==> config.mk <==
export PLATFORM = sky130hd
export DESIGN_NAME = control_status_write_protect
export DESIGN_NICKNAME = d
export VERILOG_FILES = /design/src/core/csr_pkg.sv /design/src/core/control_status_write_protect.sv /design/src/core/pin_sync.sv
export SDC_FILE = /design/constraint.sdc
export NUM_CORES = 1
export LEC_CHECK = 0
export BUFFER_PORTS_ARGS = -buffer_cell sky130_fd_sc_hd__buf_4
export CORE_MARGIN = 1
export CORE_UTILIZATION = 62
export CTS_CLUSTER_DIAMETER = 100
export DETAILED_ROUTE_END_ITERATION = 8
export GPL_TIMING_DRIVEN = 0
export PLACE_DENSITY = 0.82
export SYNTH_ARGS = -nofsm -noshare
export SYNTH_HDL_FRONTEND = slang
export SYNTH_SLANG_ARGS = --single-unit
==> constraint.sdc <==
create_clock -name clk -period 2.95 [get_ports clk]
set_clock_uncertainty 0.15 [all_clocks]
set_input_delay 0.4425 -clock clk [delete_from_list [all_inputs] [get_ports clk]]
set_output_delay 0.4425 -clock clk [all_outputs]
set_load 0.01 [all_outputs]
==> src/core/csr_pkg.sv <==
package csr_pkg;

    // =====================================================================
    // register layout
    // =====================================================================
    localparam logic [7:0] REG_ADDR       = 8'hFF; // address byte of the register
    localparam logic [6:0] REG_SLAVE_ADDR = 7'h52; // 1010010
    localparam int         BIT_MON2       = 6;
    localparam int         BIT_MON3       = 5;
    localparam int         BIT_POT_LOCK   = 3;
    localparam int         BIT_UNLOCK     = 2;
    localparam int         BIT_GWL        = 1;
    localparam logic [7:0] VAL_GWL_SET    = 8'h02;
    localparam logic [7:0] VAL_GWL_CLEAR  = 8'h00;
    localparam logic [7:0] VAL_UNLOCK     = 8'h06;
    localparam logic [7:0] RESERVED_MASK  = 8'h91; // bits 7, 4, 0
    localparam logic       POT_LOCK_RESET = 1'b0;  // factory value

    // =====================================================================
    // timing
    // =====================================================================
    localparam int CLK_HZ      = 50000000;
    localparam int NV_WRITE_MS = 5;
    localparam int NV_WRITE_CYCLES = CLK_HZ / 1000 * NV_WRITE_MS;

endpackage

==> src/core/control_status_write_protect.sv <==
`timescale 1ns/1ps
module control_status_write_protect (
    input  wire logic clk,
    input  wire logic reset,
    input  wire logic clk_en,
    input  wire logic scl_in,
    input  wire logic sda_in,
    output logic      sda_out,
    output logic      sda_oe,
    input  wire logic write_protect_pin,
    input  wire logic mon2_reset_output,
    input  wire logic mon3_reset_output,
    input  wire logic pot_write_req,
    input  wire logic pot_write_nv,
    output logic      pot_write_ok,
    output logic      global_write_latch,
    output logic      pot_lock_bit,
    output logic      nv_busy
);
    typedef enum logic [6:0] {
        ST_IDLE  = 7'b0000001,
        ST_SLAVE = 7'b0000010,
        ST_ADDR  = 7'b0000100,
        ST_DATA  = 7'b0001000,
        ST_READ  = 7'b0010000,
        ST_DONE  = 7'b0100000,
        ST_ABORT = 7'b1000000
    } bus_state_t;

    logic [3:0] pins_sync;
    logic       scl;
    logic       sda;
    logic       wp;
    logic       mon2_hi;
    logic       scl_d;
    logic       sda_d;
    logic       mon3_hi;

    // link lines idle high, protect and monitor pins idle low
    pin_sync #(.WIDTH(4), .RESET_VAL(4'hC)) u_sync (
        .clk      (clk),
        .reset    (reset),
        .clk_en   (clk_en),
        .async_in ({scl_in, sda_in, write_protect_pin, mon2_reset_output}),
        .sync_out (pins_sync)
    );
    logic [0:0] mon3_sync;
    pin_sync #(.WIDTH(1)) u_sync3 (
        .clk      (clk),
        .reset    (reset),
        .clk_en   (clk_en),
        .async_in (mon3_reset_output),
        .sync_out (mon3_sync)
    );
    assign {scl, sda, wp, mon2_hi} = pins_sync;
    assign mon3_hi = mon3_sync[0];

    // =====================================================================
    // bus condition detection on the sampled link clock
    // =====================================================================
    logic scl_rise;
    logic scl_fall;
    logic start_cond;
    logic stop_cond;
    assign scl_rise   = scl & ~scl_d;
    assign scl_fall   = ~scl & scl_d;
    assign start_cond = scl & scl_d & sda_d & ~sda;
    assign stop_cond  = scl & scl_d & ~sda_d & sda;

    // =====================================================================
    // state
    // =====================================================================
    bus_state_t state, next_state;
    logic [3:0] bit_cnt, next_bit_cnt;        // 0..7 data bits, 8 = ack slot, 9 = read done
    logic [7:0] shift, next_shift;
    logic [7:0] data_byte, next_data_byte;
    logic       have_data, next_have_data;
    logic       addr_ok, next_addr_ok;        // FFh seen since the last stop condition
    logic       ack_pending, next_ack_pending;
    logic       next_sda_out, next_sda_oe;
    logic       gwl, next_gwl;
    logic       unlock, next_unlock;
    logic       lock = csr_pkg::POT_LOCK_RESET;
    logic       next_lock;
    logic       lock_nv = csr_pkg::POT_LOCK_RESET; // stands in for the nonvolatile cell
    logic       next_lock_nv;
    logic       mon2, next_mon2;
    logic       mon3, next_mon3;
    logic [31:0] nv_cnt, next_nv_cnt;
    logic       next_pot_ok;
    logic [7:0] reg_view;

    // reserved bits always read as zero
    always_comb begin
        reg_view = 8'h00;
        reg_view[csr_pkg::BIT_MON2]     = mon2;
        reg_view[csr_pkg::BIT_MON3]     = mon3;
        reg_view[csr_pkg::BIT_POT_LOCK] = lock;
        reg_view[csr_pkg::BIT_UNLOCK]   = unlock;
        reg_view[csr_pkg::BIT_GWL]      = gwl;
    end

    // =====================================================================
    // serial engine and register update
    // =====================================================================
    always_comb begin
        next_state       = state;
        next_bit_cnt     = bit_cnt;
        next_shift       = shift;
        next_data_byte   = data_byte;
        next_have_data   = have_data;
        next_addr_ok     = addr_ok;
        next_ack_pending = ack_pending;
        next_sda_out     = sda_out;
        next_sda_oe      = sda_oe;
        next_gwl         = gwl;
        next_unlock      = unlock;
        next_lock        = lock;
        next_lock_nv     = lock_nv;
        next_mon2        = mon2 & mon2_hi;
        next_mon3        = mon3 & mon3_hi;
        next_nv_cnt      = (nv_cnt != 32'd0) ? nv_cnt - 32'd1 : 32'd0;
        // pot writes: gwl needed, lock rejects, pin blocks nonvolatile ones
        next_pot_ok = pot_write_req & gwl & ~lock & ~(pot_write_nv & wp);

        if (nv_cnt == 32'd1) begin
            next_lock = lock_nv; // store completes
        end

        if (start_cond) begin
            // repeated start keeps addr_ok so random read works
            next_state     = ST_SLAVE;
            next_bit_cnt   = 4'd0;
            next_have_data = 1'b0;
            next_sda_oe    = 1'b0;
        end else if (stop_cond) begin
            next_state  = ST_IDLE;
            next_sda_oe = 1'b0;
            next_addr_ok = 1'b0;
            // commit only a complete single data byte
            if (state == ST_DONE && have_data) begin
                if (data_byte == csr_pkg::VAL_GWL_SET && !unlock) begin
                    next_gwl = 1'b1;
                end else if (data_byte == csr_pkg::VAL_GWL_CLEAR && !unlock) begin
                    next_gwl = 1'b0;
                end else if (data_byte == csr_pkg::VAL_UNLOCK && !unlock) begin
                    next_unlock = 1'b1;
                end else if (unlock && !wp) begin
                    next_mon2 = data_byte[csr_pkg::BIT_MON2] & mon2_hi;
                    next_mon3 = data_byte[csr_pkg::BIT_MON3] & mon3_hi;
                    next_gwl  = gwl | data_byte[csr_pkg::BIT_GWL];
                    if (data_byte[csr_pkg::BIT_UNLOCK]) begin
                        next_unlock = 1'b1;
                    end else begin
                        next_unlock  = 1'b0;
                        next_lock_nv = data_byte[csr_pkg::BIT_POT_LOCK];
                        next_nv_cnt  = csr_pkg::NV_WRITE_CYCLES;
                    end
                end
            end
        end else if (scl_rise && bit_cnt < 4'd8 && state != ST_READ) begin
            next_shift   = {shift[6:0], sda};
            next_bit_cnt = bit_cnt + 4'd1;
        end else if (scl_rise && state == ST_READ && bit_cnt == 4'd9) begin
            next_state = ST_IDLE; // master ack or nack; one byte then back to ST_IDLE
        end else if (scl_fall) begin
            if (ack_pending) begin
                // release after the acknowledge clock; a read drives its first data bit instead
                next_ack_pending = 1'b0;
                next_sda_oe      = 1'b0;
                next_bit_cnt     = 4'd0;
                if (state == ST_READ) begin
                    next_sda_oe  = 1'b1;
                    next_sda_out = reg_view[7];
                    next_shift   = {reg_view[6:0], 1'b0};
                    next_bit_cnt = 4'd1;
                end
            end else if (state == ST_READ && bit_cnt < 4'd8) begin
                next_sda_out = shift[7];
                next_shift   = {shift[6:0], 1'b0};
                next_bit_cnt = bit_cnt + 4'd1;
            end else if (state == ST_READ) begin
                next_sda_oe  = 1'b0; // hand line back for master ack
                next_bit_cnt = 4'd9; // keeps the last data clock apart from the ack clock
            end else if (bit_cnt == 4'd8) begin
                case (state)
                    ST_SLAVE: begin
                        if (shift[7:1] == csr_pkg::REG_SLAVE_ADDR) begin
                            next_ack_pending = 1'b1;
                            next_sda_oe      = 1'b1;
                            next_sda_out     = 1'b0;
                            next_state       = shift[0] ? (addr_ok ? ST_READ : ST_ABORT)
                                                        : ST_ADDR;
                        end else begin
                            next_state = ST_ABORT;
                        end
                    end
                    ST_ADDR: begin
                        if (shift == csr_pkg::REG_ADDR) begin
                            next_addr_ok     = 1'b1;
                            next_ack_pending = 1'b1;
                            next_sda_oe      = 1'b1;
                            next_sda_out     = 1'b0;
                            next_state       = ST_DATA;
                        end else begin
                            next_state = ST_ABORT;
                        end
                    end
                    ST_DATA: begin
                        next_data_byte = shift;
                        next_have_data = 1'b1;
                        // the byte that sets the latch must pass while it is still clear
                        next_state     = (gwl || shift == csr_pkg::VAL_GWL_SET) ? ST_DONE
                                                                               : ST_ABORT;
                        if (gwl || shift == csr_pkg::VAL_GWL_SET) begin
                            next_ack_pending = 1'b1;
                            next_sda_oe      = 1'b1;
                            next_sda_out     = 1'b0;
                        end
                    end
                    ST_DONE: begin
                        next_state = ST_ABORT; // second byte: no ack
                    end
                    default: begin
                        next_state = ST_ABORT;
                    end
                endcase
            end
        end
        if (!clk_en) begin
            next_pot_ok = pot_write_ok;
        end
    end

    // =====================================================================
    // registers; clock enable freezes everything
    // =====================================================================
    always_ff @(posedge clk or posedge reset) begin
        if (reset) begin
            scl_d        <= 1'b1;
            sda_d        <= 1'b1;
            state        <= ST_IDLE;
            bit_cnt      <= 4'd0;
            shift        <= 8'h00;
            data_byte    <= 8'h00;
            have_data    <= 1'b0;
            addr_ok      <= 1'b0;
            ack_pending  <= 1'b0;
            sda_out      <= 1'b1;
            sda_oe       <= 1'b0;
            gwl          <= 1'b0;
            unlock       <= 1'b0;
            mon2         <= 1'b0;
            mon3         <= 1'b0;
            nv_cnt       <= 32'd0;
            pot_write_ok <= 1'b0;
        end else if (clk_en) begin
            scl_d        <= scl;
            sda_d        <= sda;
            state        <= next_state;
            bit_cnt      <= next_bit_cnt;
            shift        <= next_shift;
            data_byte    <= next_data_byte;
            have_data    <= next_have_data;
            addr_ok      <= next_addr_ok;
            ack_pending  <= next_ack_pending;
            sda_out      <= next_sda_out;
            sda_oe       <= next_sda_oe;
            gwl          <= next_gwl;
            unlock       <= next_unlock;
            mon2         <= next_mon2;
            mon3         <= next_mon3;
            nv_cnt       <= next_nv_cnt;
            pot_write_ok <= next_pot_ok;
        end
    end

    // lock is nonvolatile: reset does not touch it; the factory value comes from
    // its declared power-up value, which is the best a plain flop can do
    always_ff @(posedge clk) begin
        if (clk_en) begin
            lock    <= next_lock;
            lock_nv <= next_lock_nv;
        end
    end

    // mirrored status outputs
    always_ff @(posedge clk or posedge reset) begin
        if (reset) begin
            global_write_latch <= 1'b0;
            pot_lock_bit       <= csr_pkg::POT_LOCK_RESET;
            nv_busy            <= 1'b0;
        end else if (clk_en) begin
            global_write_latch <= next_gwl;
            pot_lock_bit       <= next_lock;
            nv_busy            <= (next_nv_cnt != 32'd0);
        end
    end
endmodule

==> src/core/pin_sync.sv <==
`timescale 1ns/1ps
module pin_sync #(
    parameter int               WIDTH     = 1,
    parameter logic [WIDTH-1:0] RESET_VAL = '0
) (
    input  wire logic             clk,
    input  wire logic             reset,
    input  wire logic             clk_en,
    input  wire logic [WIDTH-1:0] async_in,
    output logic      [WIDTH-1:0] sync_out
);
    logic [WIDTH-1:0] stage1;
    logic [WIDTH-1:0] next_stage1;
    logic [WIDTH-1:0] next_sync_out;

    // =====================================================================
    // two flops per bit; stage1 is read by the second stage only
    // =====================================================================
    always_comb begin
        next_stage1   = clk_en ? async_in : stage1;
        next_sync_out = clk_en ? stage1 : sync_out;
    end

    always_ff @(posedge clk or posedge reset) begin
        // reset to the pins' idle levels so no false edge follows reset
        if (reset) begin
            stage1   <= RESET_VAL;
            sync_out <= RESET_VAL;
        end else begin
            stage1   <= next_stage1;
            sync_out <= next_sync_out;
        end
    end
endmodule

Yosys cells after proc, flatten, opt, wreduce, memory -nomap -nowiden
Index checks and enable logic that the tools add are counted.
{"block": "totals", "register_bits": 85, "inputBits": 10}
{"block": "op_classes", "add_sub_neg": 2, "order_cmp": 1, "eq_ne": 43, "muxes": 114, "n_bitwise": 33, "n_reduce_logical": 48}
{"op": "two-way mux 32 bit", "count": 9}
{"op": "two-way mux 7 bit", "count": 14}
{"op": "two-way mux 1 bit", "count": 73}
{"op": "nonzero test 32 bit", "count": 2}
{"op": "two-way mux 8 bit", "count": 6}
{"op": "equality test 32 x 1 -> 1 bit (second input constant)", "count": 1}
{"op": "two-way mux 4 bit", "count": 8}
{"op": "subtractor 32 x 1 -> 32 bit (second input constant)", "count": 1}
{"op": "inequality test 2 bit (second input constant)", "count": 12}
{"op": "AND reduction 11 bit", "count": 2}
{"op": "one-hot mux 7 bit (3 select lines)", "count": 1}
{"op": "AND reduction 7 bit", "count": 3}
{"op": "inequality test 4 bit (second input constant)", "count": 5}
{"op": "AND reduction 10 bit", "count": 2}
{"op": "inequality test 6 bit (second input constant)", "count": 3}
{"op": "nonzero test 2 bit", "count": 9}
{"op": "NOT 1 bit", "count": 17}
{"op": "equality test 8 x 2 -> 1 bit (second input constant)", "count": 2}
{"op": "bitwise AND 1 bit", "count": 15}
{"op": "nonzero test 3 bit", "count": 5}
{"op": "nonzero test 5 bit", "count": 3}
{"op": "AND reduction 13 bit", "count": 1}
{"op": "inequality test 3 bit (second input constant)", "count": 4}
{"op": "AND reduction 6 bit", "count": 2}
{"op": "26 further kinds", "count": 41}

Depth between registers and ports, before layout
Gate-level depths: netlist (run 1).
{"block": "logic_depth", "word_depth": 13, "mapped_depth": 10, "ltp_nobuf": 9}

Modules after synthesis
Synthesis (run 1) repeated with hierarchy kept, for this count alone.
{"block": "unflattened", "hier_cells": 538, "area_unflattened_um2": 5063.6}
{"mod": "control_status_write_protect", "instances": 1, "cells_per_inst": 515, "area_per_inst_um2": 4647.0}
{"mod": "pin_sync at u_sync", "instances": 1, "cells_per_inst": 18, "area_per_inst_um2": 340.3}
{"mod": "pin_sync at u_sync3", "instances": 1, "cells_per_inst": 5, "area_per_inst_um2": 76.3}

Worst setup path after synthesis (run 1)
OpenSTA, ideal clock, no wires.
{"block": "synth_timing", "path_type": "flip-flop to flip-flop", "startpoint": "register nv_cnt[0]", "endpoint": "register nv_busy", "setup_time_ns": 0.130, "arrival_ns": 2.380, "t_required_ns": 2.670, "slack_ns": 0.290, "path_stages_with_launch": 10, "path_buffers": 0, "cell_sequence": "dfrtp_1 inv_1 ha_1 or3b_4 or3_4 nor2_4 xnor2_1 or4_1 a2111oi_2 a21oi_1"}
{"block": "synth_between", "elab_chain_cells": 11}
{"element": "start, declared", "line": "control_status_write_protect.sv:89", "text": "logic [31:0] nv_cnt, next_nv_cnt;"}
{"element": "start signal, assigned", "line": "control_status_write_protect.sv:273", "text": "nv_cnt <= next_nv_cnt;"}
{"element": "subtractor 32 x 1 -> 32 bit / nonzero test 32 bit (equally long branches)", "line": "control_status_write_protect.sv:122", "text": "next_nv_cnt = (nv_cnt != 32'd0) ? nv_cnt - 32'd1 : 32'd0;"}
{"element": "two-way mux 32 bit (*)", "line": "control_status_write_protect.sv:122"}
{"element": "two-way mux 32 bit", "line": "control_status_write_protect.sv:152", "text": "if (data_byte[csr_pkg::BIT_UNLOCK]) begin"}
{"element": "two-way mux 32 bit", "line": "control_status_write_protect.sv:148", "text": "end else if (unlock && !wp) begin"}
{"element": "two-way mux 32 bit", "line": "control_status_write_protect.sv:146", "text": "end else if (data_byte == csr_pkg::VAL_UNLOCK && !unlock) begin"}
{"element": "two-way mux 32 bit", "line": "control_status_write_protect.sv:144", "text": "end else if (data_byte == csr_pkg::VAL_GWL_CLEAR && !unlock) begin"}
{"element": "two-way mux 32 bit", "line": "control_status_write_protect.sv:142", "text": "if (data_byte == csr_pkg::VAL_GWL_SET && !unlock) begin"}
{"element": "two-way mux 32 bit", "line": "control_status_write_protect.sv:141", "text": "if (state == ST_DONE && have_data) begin"}
{"element": "two-way mux 32 bit", "line": "control_status_write_protect.sv:136", "text": "end else if (stop_cond) begin"}
{"element": "two-way mux 32 bit (*)", "line": "control_status_write_protect.sv:130", "text": "if (start_cond) begin"}
{"element": "nonzero test 32 bit (*)", "line": "control_status_write_protect.sv:296", "text": "nv_busy <= (next_nv_cnt != 32'd0);"}
{"element": "end signal, assigned", "line": "control_status_write_protect.sv:296"}
{"element": "end, declared", "line": "control_status_write_protect.sv:18", "text": "output logic nv_busy"}
Mark *: on every way between the ends. The rest lies on a longest branch, timed or not.
A chain may end at the register's enable or synchronous reset.

Worst setup path in the final report (run 1)
{"block": "layout_timing", "startpoint": "register nv_cnt[1]", "endpoint": "register nv_busy"}
Same word-level chain as after synthesis.

==> out/metrics.csv, run 1 <==
metric,value,unit
worst r2r src,nv_cnt[1],
sequential area share after synthesis,43.38,%
worst min path class,input port to register,
crit path DAT,2.96,ns
Crit. End Element,register,
layout cells sized above 1,19.38,%
maximum buffer depth of the clock tree,2,
Slew Limit Fails,0,
Setup WS post-layout,0.07904,ns
Clk pwr share,25.3,%
fin crit share,97.32,%
Sink Count,85,
Yosys top cell area share,37.92,%
Worst Hold Launch,clk_en,
remaining antenna violation count,0,
Die ar.,0.008345,mm²
cell count of the worst reg-to-reg path,9,
reg2reg setup slack,0.08,ns
initial core utilization,64.05,%
yosys warns,0,
sw frac,37.09,%
Max VDD drop,399.9,µV
worst r2r dst,nv_busy,
H-tree depth,3,
initial antenna violation count,0,
Max Fclk,0.3483,GHz
DRC violations left,0,
core area,0.007727,mm²
Max Cap Viol,0,
largest net degree at the start of global routing,66,
most frequent cell after synthesis,nand2_1,
hold path cells,1,
Mapped Nets,564,
CTS buffer count,9,
Gate power share,27.9,%
Worst Path Required,3.04,ns
Initial DRC Count,388,
final non-filler cell total,680,
clk_lat worst skew,0.36,ns
Crit Path Max Fanout,6,
Mapped Cells,546,
ys async rst share,97.65,%
vias in the first global route,4162,
design area,0.005504,mm²
Slew HR,54.38,%
syn avg cell area,9.065,µm²
commonest register cell after synthesis,dfrtp_1,
Synth Register Bits,85,
Startpoint Class,register,
final hold viol count,0,
CTS tree,yes,
Routed WL,12.45,mm
Post-Syn Area,0.004950,mm²
register share of total power,46.8,%
setup violators final,0,
final RePlAce weighted congestion,0.9221,
first-pass GRT wire length,20.62,mm
drt via density,6.554,
P_int,2.080,mW
outcome,"finished, final reports clean",
commonest cells in the netlist,"77 x nand2_1, 75 x dfrtp_1, 59 x o21ai_0, 45 x nor2_1, 24 x mux2_2",
"CTS clk-pin slew, worst paths",0.10,ns
number of flops mapped to enable cells by yosys,2,
main area contributors after synthesis,"dfrtp_1 38%, o21ai_0 6.0%, nand2_1 5.8%",
Initial DRT Pass Iterations,5,
Static Leakage,2.356,nW
Area after DPL,0.005220,mm²
Cell Rows,32,
pwr dens,600.7,mW/mm²
CP Class,register to register,
WL per Instance,18.31,µm
GRT Util Overall,31.65,%
min cycle time layout,2.871,ns
placed insts,664,
die height,91.35,µm
# fillers,602,
io pins,16,
nets@finish,591,
final core utilization,71.23,%
Worst-Margin Slew,0.6843,ns
Die Wd,91.35,µm
synthesis-to-finish area growth,11.20,%
Via Count,4457,
Final HPWL DP,8.637,mm
grt ovf,0,
Hold Path End,lock,
diodes inserted,0,
count of input and output buffers,15,
pre-CTS WS,-0.2607,ns
root buffer cell,clkbuf_8,
Unique masters post-synth,72,
net load switching power,1.226,mW
post-synth top area cell,dfrtp_1,
power by group through the flow:
| stage | sequential, mW | combinational (mW) | clock, mW |
|---|---|---|---|
| 2_1_floorplan | 1.51 | 0.682 | 0 |
| 3_3_place_gp | 1.55 | 0.841 | 0 |
| 3_5_place_dp | 1.55 | 0.870 | 0 |
| 4_1_cts | 1.54 | 0.885 | 0.843 |
| 5_1_grt | 1.58 | 1.03 | 0.887 |
| 6_report | 1.55 | 0.922 | 0.836 |
kinds of logic after synthesis:
group                    after synthesis  synth area share, %
multiplexers                          31                6.876
flip-flops                            85                43.38
AND/OR/NAND/NOR                      245                26.16
adder cells (fa/ha/maj)                8                2.022
buffers and inverters                 46                4.651
AO/OA/AOI/OAI                        122                15.32
XOR/XNOR                               9                1.593
per-stage QoR:
stage | power [mW] | hold WS (ns) | setup TNS [ns]
floorplan | 2.189 | 0.2929 | 0
global placement | 2.389 | 0.3246 | -55.43
detailed placement | 2.425 | 0.2604 | -2.725
CTS | 3.266 | 0.1271 | 0
global route | 3.493 | 0.1267 | -0.03566
finish | 3.306 | 0.1367 | 0
cell usage in the layout, fill, tap and decap left out, types with 6 or more instances in the layout:
cell type  Yosys  final
nand2_1       77     76
dfrtp_1       75     75
o21ai_0       59     58
nor2_1        45     42
mux2_2        24     24
nor3_1        20     19
buf_4          1     16
clkbuf_1      18     15
nand3_1       15     15
inv_1         15     13
a21oi_1       11     11
nand4_1       11     11
clkbuf_8       1     10
o31ai_1       10     10
dfstp_2        8      8
or4_1          7      7
o41ai_1        7      7
nor4_1        11      7
mux2i_1        7      7
ha_1           8      7
or3_1          6      6
o22ai_1        6      6
xnor2_1        6      6
and3_1         6      6
sequential cells by signal, indices dropped and copies added, names as in the netlist, 4 cells and up:
signal	cells
state	7
data_byte	8
u_sync.sync_out	4
u_sync.stage1	4
bit_cnt	4
shift	8
nv_cnt	32
how the worst max path moves through the flow:
stage	from	end	slack [ns]	cells after the start
final	nv_cnt[1]	nv_busy	0.08	9
after global routing	nv_cnt[23]	nv_cnt[31]	-0.02	9
after CTS	state[1]	nv_cnt[27]	0.04	8
after detailed placement	u_sync.sync_out[3]	nv_cnt[27]	-0.26	9
after global placement	reset	bit_cnt[3]	-0.72	2
after floorplan	reset	ack_pending	0.23	1
critical path, stage by stage (launching register included):
cell       delay, ns
dfrtp_1         0.43
inv_1           0.15
ha_4            0.19
or3b_4          0.43
or3_4           0.40
nor2_4          0.12
xnor2_1         0.06
or4_1           0.47
a2111oi_2       0.24
a21oi_1         0.11
cell type report:
| cell class | count | area [µm²] | share of cell area (%) |
|---|---|---|---|
| well taps | 102 | 127.6 | 2.319 |
| clock buffers | 9 | 123.9 | 2.251 |
| clock inverters | 7 | 72.57 | 1.318 |
| repair buffers | 17 | 150.1 | 2.728 |
| inverters | 15 | 58.81 | 1.068 |
| plain buffers | 30 | 180.2 | 3.273 |
| flip-flops and latches | 85 | 2147 | 39.01 |
| multi-input cells | 415 | 2644 | 48.03 |
per-layer routing:
metal  share of wire, %  wire [µm]  global-route usage [%]
met5                  0          0                       0
met4                1.5        189                   11.24
met3                8.3       1036                   5.863
met2                 46       5741                   46.97
met1                 44       5482                   46.58
what timing repair did:
| item | in CTS | in global routing |
|---|---|---|
| hold endpoints to repair | 18 | 0 |
| hold buffers | 1 | 0 |
| endpoints found under the setup margin | 15 | 34 |
| setup buffers | 0 | 0 |
| gates resized for setup | 6 | 18 |
Power figures use the tool's default switching activity.
==> run 2: changes to the inputs <==
--- a/config.mk
+++ b/config.mk
@@ -7,11 +7,12 @@
 export LEC_CHECK = 0
 export BUFFER_PORTS_ARGS = -buffer_cell sky130_fd_sc_hd__buf_4
 export CORE_MARGIN = 1
-export CORE_UTILIZATION = 62
+export CORE_UTILIZATION = 50
 export CTS_CLUSTER_DIAMETER = 100
 export DETAILED_ROUTE_END_ITERATION = 8
 export GPL_TIMING_DRIVEN = 0
-export PLACE_DENSITY = 0.82
+export MAX_ROUTING_LAYER = met4
+export PLACE_DENSITY = 0.68
 export SYNTH_ARGS = -nofsm -noshare
 export SYNTH_HDL_FRONTEND = slang
 export SYNTH_SLANG_ARGS = --single-unit
==> out/metrics.csv, run 2 (same netlist as run 1, synthesis figures left out) <==
metric,value,unit
CTS buffer count,9,
critical path's largest stage delay,0.49,ns
Buf/Inv on CP,1,
Worst-Margin Slew,0.6893,ns
remaining antenna violation count,0,
grt ovf,0,
Worst path slowest cell,or4_1,
"Most flops, register",nv_cnt,
H-tree depth,3,
Setup WS post-layout,0.05800,ns
CP startpoint,nv_cnt[1],
Slew HR,54.05,%
largest net degree at the start of global routing,67,
maximum buffer depth of the clock tree,2,
Worst Hold Launch,write_protect_pin,
Max Fclk,0.3458,GHz
nets@finish,591,
DRC violations left,0,
Startpoint Class,register,
root buffer cell,clkbuf_8,
Top Registers,"nv_cnt (32), data_byte (8), shift (8)",
area of the multi-input gates,0.002653,mm²
register area,0.002147,mm²
Max VDD drop,372.4,µV
vias in the first global route,4097,
drt via density,6.132,
count of input and output buffers,15,
Die Wd,101.5,µm
pwr dens,607.6,mW/mm²
Routed WL,12.54,mm
Area after DPL,0.005254,mm²
"commonest non-fill, non-tap cell in the layout",nand2_1,
final RePlAce weighted congestion,0.8901,
Crit. End Element,register,
cell count of the worst reg-to-reg path,9,
Initial DRT Pass Iterations,5,
worst min path class,input port to register,
initial core utilization,52.57,%
Max Cap Viol,0,
"CTS clk-pin slew, worst paths",0.10,ns
diodes inserted,0,
# fillers,820,
io pins,16,
layout cells sized above 1,19.20,%
Die ar.,0.01030,mm²
Static Leakage,2.376,nW
core area,0.009415,mm²
WL per Instance,17.73,µm
most frequent cells in the layout,"76 x nand2_1, 75 x dfrtp_1, 58 x o21ai_0",
RSZ-0062 raised after global routing,true,
Top delay family on crit path,simple AND/OR/NAND/NOR gates,
synthesis-to-finish area growth,12.44,%
Initial DRC Count,365,
crit path DAT,3.00,ns
Worst path depth,9,
die height,101.5,µm
Sink Count,85,
Worst Path Required,3.05,ns
design area,0.005565,mm²
Slew Limit Fails,0,
fin crit share,98.03,%
setup violators final,0,
Via Count,4335,
initial antenna violation count,0,
clk_lat worst skew,0.37,ns
pre-CTS WS,-0.4083,ns
outcome,"finished, final reports clean",
min cycle time layout,2.892,ns
max reg flops,32,
GRT Util Overall,27.66,%
first-pass GRT wire length,21.00,mm
CTS tree,yes,
hold path cells,2,
Final HPWL DP,8.891,mm
final hold viol count,0,
Crit Path Max Fanout,6,
CP Class,register to register,
worst r2r src,nv_cnt[1],
Cell Rows,35,
"critical path, cell by cell",inv_1 > ha_4 > or3b_4 > or3_4 > nor2_4 > xnor2_1 > or4_1 > a2111oi_2 > a21oi_1,
run 2: stage by stage:
stage               hold WS (ns)  TNS (ns)  instances  power [mW]  utilization (%)
finish                    0.1538         0        707       3.382            59.11
global route              0.1322  -0.07168        707       3.598            59.11
CTS                       0.1371         0        707       3.372            58.52
detailed placement        0.2552    -4.626        691       2.445            55.80
global placement          0.3221    -62.05        690       2.408            55.48
floorplan                 0.2929         0        546       2.189                -
run 2: layer usage:
layer | routed length [µm] | track usage (%) | part of all wire [%]
met1 | 6065 | 39.88 | 48
met4 | 137 | 7.023 | 1.1
met2 | 5555 | 39.82 | 44
met5 | 0 | - | 0
met3 | 780 | 5.521 | 6.2
run 2: worst paths after layout:
| path | to | slack (ns) |
|---|---|---|
| worst max-delay path | nv_busy | 0.06 |
| worst min-delay path | u_sync.stage1[1] | 0.15 |
| worst max register to register | nv_busy | 0.06 |
| worst min register to register | lock_nv | 0.35 |
| max in group asynchronous | state[0] | 1.59 |
| min in group asynchronous | nv_cnt[26] | 0.40 |
run 2: layout make-up:
class / instances / share of cell area (%)
multi-input combinational: 415 / 47.66
tap: 129 / 2.900
clock buffer: 9 / 2.226
buffer: 30 / 3.192
inverter: 15 / 1.057
clock inverter: 7 / 1.686
sequential: 85 / 38.58
timing repair buffer: 17 / 2.698
run 2: worst register-to-register path, stage by stage (launching register included):
cell and delay [ns]:
dfrtp_1 0.43, inv_1 0.16, ha_4 0.19, or3b_4 0.42
or3_4 0.40, nor2_4 0.11, xnor2_1 0.07, or4_1 0.49
a2111oi_2 0.25, a21oi_1 0.12
run 2: power breakdown:
part | internal [mW] | switching [mW] | total [mW]
combinational | 0.395 | 0.538 | 0.932
sequential | 1.35 | 0.200 | 1.55
clock | 0.416 | 0.479 | 0.895
total | 2.16 | 1.22 | 3.38
run 2: what timing repair did:
item	CTS	global route
gates resized for setup	9	14
hold buffers	1	0
setup buffers	0	0
setup endpoints to repair	20	28
endpoints found under the hold margin	17	0
